$ cat config.mk
export PLATFORM = sky130hd
export DESIGN_NAME = amc_cal_seq
export DESIGN_NICKNAME = d
export VERILOG_FILES = /design/src/verilog/amc_pkg.sv /design/src/verilog/amc_cal_seq.sv
export SDC_FILE = /design/constraint.sdc
export NUM_CORES = 1
export LEC_CHECK = 0
export BUFFER_PORTS_ARGS = -buffer_cell sky130_fd_sc_hd__buf_2
export CAP_MARGIN = 20
export CORE_UTILIZATION = 50
export CTS_BUF_LIST = sky130_fd_sc_hd__clkbuf_16
export CTS_CLUSTER_DIAMETER = 200
export DETAILED_ROUTE_END_ITERATION = 8
export GPL_TIMING_DRIVEN = 0
export PLACE_DENSITY_LB_ADDON = 0.3
export SLEW_MARGIN = 20
export SYNTH_ARGS = -nofsm -noshare
export SYNTH_HDL_FRONTEND = slang
export SYNTH_SLANG_ARGS = --single-unit
$ cat constraint.sdc
create_clock -name core_clk -period 15.05 [get_ports core_clk]
set_input_delay 3.01 -clock core_clk [delete_from_list [all_inputs] [get_ports core_clk]]
set_output_delay 3.01 -clock core_clk [all_outputs]
set_load 0.03 [all_outputs]
$ cat src/verilog/amc_pkg.sv
// Purpose: Shared constants for the depth and antenna calibration sequencer.
// Assumes: Core clock at 100 MHz; registers reached over a plain strobe port.
// Notes:   Offsets are register indexes on a 6-bit address space.
package amc_pkg;

  localparam int unsigned ADDR_W = 6;
  localparam int unsigned DATA_W = 8;
  localparam int unsigned TRIM_W = 4;

  localparam logic [ADDR_W-1:0] ADDR_ADC_OUT     = 6'h0D;
  localparam logic [ADDR_W-1:0] ADDR_ANT_CAL     = 6'h0E;
  localparam logic [ADDR_W-1:0] ADDR_DEPTH_DEF   = 6'h10;
  localparam logic [ADDR_W-1:0] ADDR_DEPTH_DISP  = 6'h11;
  localparam logic [ADDR_W-1:0] ADDR_AM_LEVEL    = 6'h12;
  localparam logic [ADDR_W-1:0] ADDR_NONMOD_LVL  = 6'h13;
  localparam logic [ADDR_W-1:0] ADDR_COMMAND     = 6'h20;

  localparam logic [7:0] CMD_CAL_DEPTH   = 8'h01;
  localparam logic [7:0] CMD_CAL_ANTENNA = 8'h02;
  localparam logic [7:0] CMD_CHECK_RES   = 8'h03;
  localparam logic [7:0] CMD_MEASURE_RF  = 8'h04;

  localparam int unsigned LEVEL_SRC_BIT  = 7;
  localparam int unsigned FRAC_HI_BIT    = 6;
  localparam int unsigned FRAC_LO_BIT    = 1;
  localparam int unsigned FRAC_W         = 6;
  localparam int unsigned ANT_ERR_BIT    = 4;

  localparam logic [DATA_W-1:0] RST_DEPTH_DEF  = 8'h00;
  localparam logic [DATA_W-1:0] RST_AM_LEVEL   = 8'h00;
  localparam logic [DATA_W-1:0] RST_NONMOD_LVL = 8'h00;
  localparam logic [DATA_W-1:0] LEVEL_MAX      = 8'hFF;
  localparam logic [TRIM_W-1:0] TRIM_ALL_ON    = 4'hF;
  localparam logic [TRIM_W-1:0] TRIM_ALL_OFF   = 4'h0;

  localparam int unsigned CLK_PERIOD_NS   = 10;
  localparam int unsigned TRIM_SETTLE_US  = 10;
  localparam int unsigned TX_SETTLE_US    = 10;
  localparam int unsigned TRIM_SETTLE_CYC = (TRIM_SETTLE_US * 1000 + CLK_PERIOD_NS - 1) / CLK_PERIOD_NS;
  localparam int unsigned TX_SETTLE_CYC   = (TX_SETTLE_US * 1000 + CLK_PERIOD_NS - 1) / CLK_PERIOD_NS;
  localparam int unsigned WAIT_W          = 11;

  typedef enum logic [3:0] {
    ST_IDLE,
    ST_DC_TXON,
    ST_DC_MEAS0,
    ST_DC_STEP,
    ST_DC_MEAS,
    ST_AC_SETTLE,
    ST_AC_STEP,
    ST_ADC_ONLY
  } amc_state_type;

endpackage

$ cat src/verilog/amc_cal_seq.sv
// Purpose: Sequencer for modulation depth calibration, antenna tuning and resonance checks.
// Assumes: Converter and phase detector sit outside; converter handshake is on core_clk.
// Notes:   The phase comparator is asynchronous and is synchronised before use.
//
// The address-and-strobe port and the register addresses are this design's own decisions.

// How it works
// - Driver strength is an 8-bit binary-weighted code; higher code means weaker carrier.
// - Depth calibration enables transmitter at non-modulated level, measures and stores carrier.
// - Target equals stored carrier divided by one plus six-bit fraction.
// - Internal level starts at non-modulated code, steps by one, remeasures and compares.
// - Stepping repeats while the measured carrier stays above target and the level is below 255.
// - At or below target, level goes to result register and drives modulated state.
// - Level source select high takes modulated level from the host-written register.
// - Resonance check routes phase detector to converter in relative mode.
// - Mid-range result means tuned; above means resonance high, below means low.
// - Both pads of each binary weight come from one shared control bit.
// - Antenna calibration watches the phase comparator, high means resonance above target.
// - Start with all switches off; comparator low there sets error and ends.
// - While comparator high, advance switches, wait 10 us, sample again until low or full.
// - All switches on with comparator still high sets the error flag.
// - A readable register holds the four switch bits and the error flag.
// - Fraction sits in bits 6 to 1; bit 7 zero selects calibrated level.
module amc_cal_seq
(
  input  wire logic                         core_clk,
  input  wire logic                         resetn,
  input  wire logic [amc_pkg::ADDR_W-1:0]   reg_addr,
  input  wire logic [amc_pkg::DATA_W-1:0]   reg_wdata,
  input  wire logic                         reg_write,
  input  wire logic                         reg_read,
  output logic      [amc_pkg::DATA_W-1:0]   reg_rdata,
  input  wire logic                         tx_enable_request,
  input  wire logic                         am_modulate,
  output logic                              tx_enable,
  output logic      [amc_pkg::DATA_W-1:0]   antenna_driver_out_a,
  output logic      [amc_pkg::DATA_W-1:0]   antenna_driver_out_b,
  output logic      [amc_pkg::TRIM_W-1:0]   tuning_switch_a,
  output logic      [amc_pkg::TRIM_W-1:0]   tuning_switch_b,
  output logic                              adc_start,
  output logic                              adc_relative,
  output logic                              adc_phase_select,
  input  wire logic                         adc_done,
  input  wire logic [amc_pkg::DATA_W-1:0]   adc_data,
  input  wire logic                         phase_comp_async,
  output logic                              busy
);
  import amc_pkg::*;

  initial
    if (TRIM_SETTLE_CYC >= (1 << WAIT_W) || TX_SETTLE_CYC >= (1 << WAIT_W))
      $error("Settle count does not fit the wait counter.");
  localparam logic [WAIT_W-1:0] TRIM_WAIT = WAIT_W'(TRIM_SETTLE_CYC - 1);
  localparam logic [WAIT_W-1:0] TX_WAIT   = WAIT_W'(TX_SETTLE_CYC - 1);
  logic                comp_meta;
  logic                comp_sync;

  // Only the second stage is ever read.
  always_ff @(posedge core_clk)
  begin
    if (!resetn)
    begin
      comp_meta <= 1'b0;
      comp_sync <= 1'b0;
    end
    else
    begin
      comp_meta <= phase_comp_async;
      comp_sync <= comp_meta;
    end
  end

  amc_state_type       state;
  amc_state_type       next_state;
  logic [DATA_W-1:0]   depth_def;
  logic [DATA_W-1:0]   next_depth_def;
  logic [DATA_W-1:0]   am_level;
  logic [DATA_W-1:0]   next_am_level;
  logic [DATA_W-1:0]   nonmod_level;
  logic [DATA_W-1:0]   next_nonmod_level;
  logic [DATA_W-1:0]   depth_result;
  logic [DATA_W-1:0]   next_depth_result;
  logic [DATA_W-1:0]   adc_result;
  logic [DATA_W-1:0]   next_adc_result;
  logic [DATA_W-1:0]   carrier_meas;
  logic [DATA_W-1:0]   next_carrier_meas;
  logic [DATA_W-1:0]   target_level;
  logic [DATA_W-1:0]   next_target_level;
  logic [DATA_W-1:0]   cal_level;
  logic [DATA_W-1:0]   next_cal_level;
  logic [TRIM_W-1:0]   trim_code;
  logic [TRIM_W-1:0]   next_trim_code;
  logic                ant_error;
  logic                next_ant_error;
  logic [WAIT_W-1:0]   wait_cnt;
  logic [WAIT_W-1:0]   next_wait_cnt;
  logic                next_adc_start;
  logic                next_relative;
  logic                next_phase_sel;
  logic [DATA_W-1:0]   next_rdata;
  logic [DATA_W-1:0]   next_drive;
  logic                next_tx_enable;
  logic                next_busy;
  logic [DATA_W-1:0]   drive;
  logic [DATA_W-1:0]   mod_level;
  logic [2*DATA_W-3:0] quotient;
  logic                cmd_write;

  assign cmd_write = reg_write && (reg_addr == ADDR_COMMAND) && (state == ST_IDLE);
  // Dividing a scaled-up carrier keeps six fractional bits without a fixed-point divider.
  assign quotient = {carrier_meas, 6'h00} / {8'h01, depth_def[FRAC_HI_BIT:FRAC_LO_BIT]};
  always_comb
  begin
    next_state        = state;
    next_depth_def    = depth_def;
    next_am_level     = am_level;
    next_nonmod_level = nonmod_level;
    next_depth_result = depth_result;
    next_adc_result   = adc_result;
    next_carrier_meas = carrier_meas;
    next_target_level = target_level;
    next_cal_level    = cal_level;
    next_trim_code    = trim_code;
    next_ant_error    = ant_error;
    next_wait_cnt     = (wait_cnt != '0) ? wait_cnt - 1'b1 : wait_cnt;
    next_adc_start    = 1'b0;
    next_relative     = adc_relative;
    next_phase_sel    = adc_phase_select;
    if (reg_write)
    begin
      case (reg_addr)
        ADDR_DEPTH_DEF:  next_depth_def    = {reg_wdata[DATA_W-1:1], 1'b0};
        ADDR_AM_LEVEL:   next_am_level     = reg_wdata;
        ADDR_NONMOD_LVL: next_nonmod_level = reg_wdata;
        default:         next_depth_def    = depth_def;
      endcase
    end
    case (state)
      ST_IDLE:
      begin
        if (cmd_write)
        begin
          case (reg_wdata)
            CMD_CAL_DEPTH:
            begin
              next_cal_level = nonmod_level;
              next_wait_cnt  = TX_WAIT;
              next_state     = ST_DC_TXON;
            end
            CMD_CAL_ANTENNA:
            begin
              next_trim_code = TRIM_ALL_OFF;
              next_ant_error = 1'b0;
              next_wait_cnt  = TRIM_WAIT;
              next_state     = ST_AC_SETTLE;
            end
            CMD_CHECK_RES:
            begin
              next_relative  = 1'b1;
              next_phase_sel = 1'b1;
              next_adc_start = 1'b1;
              next_state     = ST_ADC_ONLY;
            end
            CMD_MEASURE_RF:
            begin
              next_relative  = 1'b0;
              next_phase_sel = 1'b0;
              next_adc_start = 1'b1;
              next_state     = ST_ADC_ONLY;
            end
            default: next_state = ST_IDLE;
          endcase
        end
      end
      ST_ADC_ONLY:
      begin
        if (adc_done)
        begin
          next_adc_result = adc_data;
          next_state      = ST_IDLE;
        end
      end
      ST_DC_TXON:
      begin
        if (wait_cnt == '0)
        begin
          next_relative  = 1'b0;
          next_phase_sel = 1'b0;
          next_adc_start = 1'b1;
          next_state     = ST_DC_MEAS0;
        end
      end
      ST_DC_MEAS0:
      begin
        if (adc_done)
        begin
          next_carrier_meas = adc_data;
          next_adc_result   = adc_data;
          next_state        = ST_DC_STEP;
          next_wait_cnt     = TX_WAIT;
          next_cal_level    = (cal_level == LEVEL_MAX) ? cal_level : cal_level + 1'b1;
        end
      end
      ST_DC_STEP:
      begin
        next_target_level = quotient[DATA_W-1:0];
        if (wait_cnt == '0)
        begin
          next_adc_start = 1'b1;
          next_state     = ST_DC_MEAS;
        end
      end
      ST_DC_MEAS:
      begin
        if (adc_done)
        begin
          next_adc_result = adc_data;
          if (adc_data <= target_level || cal_level == LEVEL_MAX)
          begin
            next_depth_result = cal_level;
            next_state        = ST_IDLE;
          end
          else
          begin
            next_cal_level = cal_level + 1'b1;
            next_wait_cnt  = TX_WAIT;
            next_state     = ST_DC_STEP;
          end
        end
      end
      ST_AC_SETTLE:
      begin
        if (wait_cnt == '0)
          next_state = ST_AC_STEP;
      end
      ST_AC_STEP:
      begin
        if (!comp_sync)
        begin
          next_ant_error = (trim_code == TRIM_ALL_OFF);
          next_state     = ST_IDLE;
        end
        else if (trim_code == TRIM_ALL_ON)
        begin
          next_ant_error = 1'b1;
          next_state     = ST_IDLE;
        end
        else
        begin
          next_trim_code = trim_code + 1'b1;
          next_wait_cnt  = TRIM_WAIT;
          next_state     = ST_AC_SETTLE;
        end
      end
      default: next_state = ST_IDLE;
    endcase
  end

  assign mod_level = depth_def[LEVEL_SRC_BIT] ? am_level : depth_result;
  assign drive     = (state == ST_DC_STEP || state == ST_DC_MEAS || state == ST_DC_MEAS0 ||
                      state == ST_DC_TXON) ? cal_level : (am_modulate ? mod_level : nonmod_level);

  always_comb
  begin
    next_drive     = drive;
    next_busy      = (next_state != ST_IDLE);
    next_tx_enable = tx_enable_request || next_busy;
    next_rdata     = '0;
    if (reg_read)
    begin
      case (reg_addr)
        ADDR_ADC_OUT:    next_rdata = adc_result;
        ADDR_ANT_CAL:    next_rdata = {3'h0, ant_error, trim_code};
        ADDR_DEPTH_DEF:  next_rdata = depth_def;
        ADDR_DEPTH_DISP: next_rdata = depth_result;
        ADDR_AM_LEVEL:   next_rdata = am_level;
        ADDR_NONMOD_LVL: next_rdata = nonmod_level;
        ADDR_COMMAND:    next_rdata = {7'h00, busy};
        default:         next_rdata = '0;
      endcase
    end
  end

  always_ff @(posedge core_clk)
  begin
    if (!resetn)
    begin
      state                <= ST_IDLE;
      depth_def            <= RST_DEPTH_DEF;
      am_level             <= RST_AM_LEVEL;
      nonmod_level         <= RST_NONMOD_LVL;
      depth_result         <= '0;
      adc_result           <= '0;
      carrier_meas         <= '0;
      target_level         <= '0;
      cal_level            <= '0;
      trim_code            <= TRIM_ALL_OFF;
      ant_error            <= 1'b0;
      wait_cnt             <= '0;
      adc_start            <= 1'b0;
      adc_relative         <= 1'b0;
      adc_phase_select     <= 1'b0;
      reg_rdata            <= '0;
      antenna_driver_out_a <= RST_NONMOD_LVL;
      antenna_driver_out_b <= RST_NONMOD_LVL;
      tuning_switch_a      <= TRIM_ALL_OFF;
      tuning_switch_b      <= TRIM_ALL_OFF;
      tx_enable            <= 1'b0;
      busy                 <= 1'b0;
    end
    else
    begin
      state                <= next_state;
      depth_def            <= next_depth_def;
      am_level             <= next_am_level;
      nonmod_level         <= next_nonmod_level;
      depth_result         <= next_depth_result;
      adc_result           <= next_adc_result;
      carrier_meas         <= next_carrier_meas;
      target_level         <= next_target_level;
      cal_level            <= next_cal_level;
      trim_code            <= next_trim_code;
      ant_error            <= next_ant_error;
      wait_cnt             <= next_wait_cnt;
      adc_start            <= next_adc_start;
      adc_relative         <= next_relative;
      adc_phase_select     <= next_phase_sel;
      reg_rdata            <= next_rdata;
      antenna_driver_out_a <= next_drive;
      antenna_driver_out_b <= next_drive;
      tuning_switch_a      <= next_trim_code;
      tuning_switch_b      <= next_trim_code;
      tx_enable            <= next_tx_enable;
      busy                 <= next_busy;
    end
  end

endmodule

==> results of run 1 <==
-- worst reg2reg max path, delay by kind of cell (launching register included) --
family / cells / cell delay [ns]
mux: 2 / 0.62
flops: 1 / 0.37
fa+ha+maj: 9 / 2.44
compound gates: 38 / 6.76
simple gates: 23 / 3.13
buf+inv: 8 / 1.15
-- per-layer routing --
metal | wire length [um] | up-vias
met4 | 707 | 0
met2 | 12200 | 285
met3 | 1140 | 64
li1 | - | 4144
met1 | 10600 | 3992
met5 | 0 | -
-- area by class of cell --
class	count	area (um2)	area share, %
multi-input cells	861	6360	61.3
flip-flops and latches	105	2120	20.4
repair buffers	134	863	8.32
plain buffers	53	293	2.82
well taps	216	270	2.60
clock buffers	9	225	2.17
inverters	32	140	1.35
clock inverters	7	110	1.06
-- power by group --
part	total (uW)	internal (uW)	switching [uW]
clock network	263	161	102
registers	296	288	8.19
logic	103	45.4	57.3
-- final timing paths --
path | from | end | slack (ns) | cells past startpoint
setup / recovery | depth_def[3]$_SDFFE_PN0P_ | target_level[0]$_SDFFE_PN0P_ | 0.44 | 80
hold / removal | wait_cnt[10]$_SDFF_PN0_ | wait_cnt[10]$_SDFF_PN0_ | 0.44 | 2
hold reg to reg | wait_cnt[10]$_SDFF_PN0_ | wait_cnt[10]$_SDFF_PN0_ | 0.44 | 2
setup reg to reg | depth_def[3]$_SDFFE_PN0P_ | target_level[0]$_SDFFE_PN0P_ | 0.44 | 80
-- sequential cells by signal (all words and copies together), names as in the netlist, 4 cells and up --
name / count
depth_def: 7
carrier_meas: 8
depth_result: 8
am_level: 8
state: 4
cal_level: 8
target_level: 8
wait_cnt: 11
antenna_driver_out_b: 8
adc_result: 8
trim_code: 4
nonmod_level: 8
reg_rdata: 8
-- cells by family after synthesis --
logic type | after synthesis
compound gates | 319
xor+xnor | 36
fa+ha+maj | 56
buf+inv | 87
flops | 105
mux | 55
other cells | 1
simple gates | 394
-- repair_timing --
| action | in CTS | in global routing |
|---|---|---|
| pin swaps | 20 | 46 |
| setup buffers | 25 | 46 |
| gates cloned | 0 | 1 |
| endpoints found under the setup margin | 2 | 1 |
| resized for setup | 40 | 81 |
-- placed cells by master (no fill, tap or decap), types with 16 or more instances in the layout --
| cell | n |
|---|---|
| nor2b_1 | 41 |
| mux2i_1 | 38 |
| nor3_1 | 25 |
| buf_4 | 80 |
| buf_2 | 64 |
| a21o_1 | 20 |
| xnor2_1 | 21 |
| clkbuf_1 | 33 |
| a21boi_0 | 46 |
| dfxtp_1 | 98 |
| ha_1 | 40 |
| a21oi_1 | 39 |
| nor2_1 | 74 |
| nand2b_1 | 17 |
| nand2_1 | 98 |
| and2_1 | 16 |
| inv_1 | 27 |
| nand3_1 | 39 |
| o21ai_0 | 47 |
-- through the flow --
stage          setup TNS [ns]  util [%]  hold slack [ns]  total power [uW]
5_1_grt                -0.239      64.4            0.464               689
6_report                    0      64.4            0.437               662
3_3_place_gp            -3.24      55.8            0.420               400
3_5_place_dp            -3.39      55.8            0.432               402
4_1_cts                     0      59.9            0.442               663
2_1_floorplan               0         -            0.412               378
==> metrics, run 1 <==
#FFs+latches synth=roughly 110; worst endpoint data arrival time=14.84 ns; Yosys cell types=85; cell family with most CP delay=compound AO/OA/AOI/OAI gates; Max Fclk=~0.07 GHz; gr usage total=between 20 and 30%; Syn Nets=~1100; vias in the first global route=between 7000 and 8000; met1 usage=between 30% and 40%; Max-Cap Viols=0; number of flops mapped to enable cells by yosys=0; core area=roughly 16000 um2; Placed Area=around 9000 um2; status=finished, final reports clean; final-report hold violation count=0; DRC Markers=0; Sink Count=between 100 and 150; worst skew pair latency=approximately 0.35 ns; slowest cell on the critical path=or4b_4; fin crit share=between 90% and 100%; IO Port Bufs=62; Synth Area in Compound Gates=27.4%; Mapped Area=8360 um2; Final Max Tran Viols=0; post-synthesis mux area share=under 10%; initial antenna violation count=0; post-synth top area cell=dfxtp_1; post-synth top area share=about a quarter; Post-Synth Adder-Cell Area=approximately 8.5%; Routability Congestion=between 0.9 and 1; Antenna Cells=0; hold_buf cts=0; PnR worst setup slack=around 0.44 ns; Die W=around 130 um; Seq/Total Area, Yosys=25.1%; ys async rst share=0%; first-pass GRT wire length=~37 mm; placed cells=1331; CTS Buf Count=9; VDD IR-drop max=around 0.095 mV; worst path buffer plus inverter count=8; CP Capture Type=flip-flop; Area Growth Syn to Fin=24.1%; skew final=0.00648 ns; nets@finish=around 1300; DP HPWL=between 15 and 20 mm; M3 GR Usage=2.74%; layer with the highest usage=met2; Initial Utilization=51.9%; Final setup viols=0; worst-margin pin slew=roughly 1.0 ns; DRT Pass-1 Iters=5; Final min period=14.61 ns; Fill cells=between 1000 and 1500; post-route ant nets=0; row cnt=46; Yosys warning count=0; DR iter-0 viols=576; CP max FO=7; cells after synthesis=approximately 1100; top-count cell post-synth=dfxtp_1; largest net degree at the start of global routing=19; Worst-path clk slew=0.07 ns; largest cells by area after synthesis=dfxtp_1, ha_1, mux2i_1; Worst Setup Start Kind=flip-flop; pwr dens=~64 nW/um2; most frequent CP cell=o21a_1; slowest cell delay on critical path=about 0.55 ns; routing usage on met2=44.8%; Via-to-Cell Ratio=approximately 6; Final Cell Area=10400 um2; worst endpoint required time=approximately 15 ns; largest family of logic cells by synthesized area=compound AO/OA/AOI/OAI gates; Crit Path Class=flip-flop to flip-flop; Pleak=between 0.004 and 0.005 uW; CTS Root Cell=clkbuf_16; WL/cell=roughly 17 um; CTS tree=built; Worst Hold Class=flip-flop to flip-flop; area of the die=around 17000 um2; post-synthesis simple-gate area fraction=23.5%; layout cells sized above 1=between 20% and 30%; XOR/XNOR share of the synthesized area=3.77%; GR Overflow Total=0; WL final=around 25 mm; synth cell count leaders=dfxtp_1, nand2_1, nor2_1; die height=131 um; Max H-tree Level=3; Syn Area/Cell=just under 8 um2; post-placement setup slack=-2.44 ns; Clock Path Buffers=2; top_reg_cell synth=dfxtp_1; Final Instance Count excl. Fillers=between 1000 and 1500; I/O Pins=67; via count=~8500; Rel. slew slack=31.9%
Note: power is estimated with default switching activity, not from simulation.
==> inputs of run 2 (changes only) <==
--- a/config.mk
+++ b/config.mk
@@ -5,10 +5,10 @@
 export SDC_FILE = /design/constraint.sdc
 export NUM_CORES = 1
 export LEC_CHECK = 0
+export ABC_AREA = 1
 export BUFFER_PORTS_ARGS = -buffer_cell sky130_fd_sc_hd__buf_2
 export CAP_MARGIN = 20
-export CORE_UTILIZATION = 50
-export CTS_BUF_LIST = sky130_fd_sc_hd__clkbuf_16
+export CORE_UTILIZATION = 56
 export CTS_CLUSTER_DIAMETER = 200
 export DETAILED_ROUTE_END_ITERATION = 8
 export GPL_TIMING_DRIVEN = 0
==> run 2 against run 1 <==
Core utilization down 0.52 points. Clock-buffer cell count unchanged. Worst hold slack got worse by 0.0017 ns. Largest power group unchanged. Highest routed layer unchanged.
==> metrics, run 2 <==
worst skew pair latency=0.36 ns; Final min period=13.53 ns; IO Port Bufs=66; post-cts sizing count=0; DR iter-0 viols=a little under 700; Comb pwr share=approximately 16%; skew final=0.0115 ns; Hold Path Depth=2; Max-Cap Viols=0; most common cell after layout, fill and taps aside=nand2_1; max FFs per register=11; # Post-CTS Setup Buffers=0; final-report hold violation count=0; final setup TNS=0 ns; layout cells sized above 1=a little under an eighth; Post-Synth Adder-Cell Area=8.46%; largest cells by area after synthesis=dfxtp_1, nand2_1, inv_1; Util after Layout=a little under two thirds; post-synth top area cell=dfxtp_1; status=finished, final reports clean; Antenna Cells=0; Routability Congestion=slightly above 0.9; Die W=roughly 120 um; Max Fclk=about 0.074 GHz; Crit Path Class=flip-flop to flip-flop; Syn Area/Cell=around 6.4 um2; Worst Setup Start Kind=flip-flop; slowest cell on the critical path=dfxtp_1; largest net degree at the start of global routing=19; CTS Buf Count=9; XOR/XNOR share of the synthesized area=4.39%; number of flops mapped to enable cells by yosys=0; die height=approximately 120 um; CP max FO=13; largest family of logic cells by synthesized area=simple AND/OR/NAND/NOR gates; initial antenna violation count=0; worst endpoint required time=15.31 ns; Psw=about 190 uW; DRT Pass-1 Iters=5; Worst-path clk slew=0.08 ns; Internal=about 480 uW; Clock Path Buffers=2; I/O Pins=67; Yosys warning count=0; Final setup viols=0; Via-to-Cell Ratio=5.45; slowest cell delay on critical path=roughly 0.37 ns; #FFs+latches synth=between 100 and 150; top_reg_cell synth=dfxtp_1; row cnt=44; Rel. slew slack=a little over a quarter; Mapped Area=8370 um2; pwr dens=between 70 and 80 nW/um2; Yosys cell types=just under 50; WL/cell=roughly 14 um; area of the die=15400 um2; clock share of power=38.8%; Synth Area in Compound Gates=between 20% and 30%; CTS Root Cell=clkbuf_16; post-synthesis simple-gate area fraction=between 20% and 30%; Worst Hold Class=flip-flop to flip-flop; hold_buf cts=0; Syn Nets=1385; switching part of the total power=28.0%; via count=about 8500; Area Growth Syn to Fin=10.9%; Sink Count=approximately 110; gr usage total=27.4%; post-synthesis mux area share=0%; CTS tree=built; Initial Utilization=between 50% and 60%; vias in the first global route=7766; Flop pwr share=roughly 45%; Pleak=~0.0046 uW; synth cell count leaders=nand2_1, inv_1, o21ai_0; ys async rst share=0%; GR Overflow Total=0; worst-margin pin slew=about 1.1 ns; commonest non-fill, non-tap cells in the layout=nand2_1, inv_1, o21ai_0; cells after synthesis=~1300; Seq/Total Area, Yosys=between 20% and 30%; nets@finish=between 1000 and 1500; core area=about 15000 um2; first-pass GRT wire length=~36 mm; worst endpoint data arrival time=13.79 ns; top-count cell post-synth=nand2_1; VDD IR-drop max=around 0.097 mV; post-route ant nets=0; Max H-tree Level=3; R2R depth=93; post-synth top area share=between 20 and 30%; most frequent CP cell=nand2_1; WL final=21.1 mm; Biggest register=wait_cnt; DRC Markers=0; CP Capture Type=flip-flop; DP HPWL=between 15 and 20 mm; Final Max Tran Viols=0; fin crit share=roughly nine tenths
-- run 2: cell count changes after synthesis, sizes merged, moves of 42 or more --
cell    previous run  this run
o21ai             59       141
a21oi             51       110
nand2            104       254
inv               32       214
nor2b             42         0
nor2              79       125
a21boi            48         0
-- run 2: layer usage --
metal,track usage (%),vias to the layer above,part of all wire [%]
li1,-,4437,-
met1,34.6,3817,44
met2,47.8,233,48
met3,2.45,43,4.8
met4,11.1,0,2.9
met5,0,-,0
-- run 2: layout make-up --
class                      instances  area (um2)
inverter                         223         841
sequential                       105        2100
timing repair buffer              66         330
clock buffer                       9         225
clock inverter                     6        97.6
fill                            1380        5250
buffer                            35         199
multi-input combinational        936        5260
tap                              184         230
-- run 2: logic make-up after synthesis --
family                     count (synthesis)
buffers and inverters                    258
other                                      1
AOI/OAI and AO/OA                        314
xor gates and xnor gates                  42
and+or+nand+nor                          523
DFF                                      105
adders and majority gates                 56
-- run 2: worst paths after layout --
| check | start | end | slack (ns) |
|---|---|---|---|
| worst max register to register | depth_def[1]$_SDFFE_PN0P_ | target_level[0]$_SDFFE_PN0P_ | 1.52 |
| worst min-delay path | comp_meta$_SDFF_PN0_ | comp_sync$_SDFF_PN0_ | 0.44 |
| worst min register to register | comp_meta$_SDFF_PN0_ | comp_sync$_SDFF_PN0_ | 0.44 |
| worst max-delay path | depth_def[1]$_SDFFE_PN0P_ | target_level[0]$_SDFFE_PN0P_ | 1.52 |
-- run 2: power groups by stage --
stage	logic [uW]	registers [uW]	clock network [uW]
6_report	106	298	257
5_1_grt	121	300	270
4_1_cts	105	298	258
3_5_place_dp	104	305	0
3_3_place_gp	102	304	0
2_1_floorplan	79.1	303	0
-- run 2: worst max-delay path: cells and delay by family, from the launching register on --
family	cells	cell delay, ns
flip-flops	1	0.37
AND/OR/NAND/NOR	45	4.94
AO/OA/AOI/OAI	22	3.38
buffers and inverters	17	1.94
adder cells (fa/ha/maj)	9	2.75
-- run 2: per-stage QoR --
step / worst slack (ns) / instance area [um2] / power, uW / hold WS (ns) / std cells
2_1_floorplan: 2.84 / 8370 / 382 / 0.390 / 1299
3_3_place_gp: 0.716 / 8930 / 406 / 0.422 / 1549
3_5_place_dp: 0.610 / 8940 / 409 / 0.418 / 1549
4_1_cts: 0.549 / 9260 / 661 / 0.434 / 1564
5_1_grt: -0.0131 / 9280 / 691 / 0.459 / 1564
6_report: 1.52 / 9280 / 661 / 0.436 / 1564
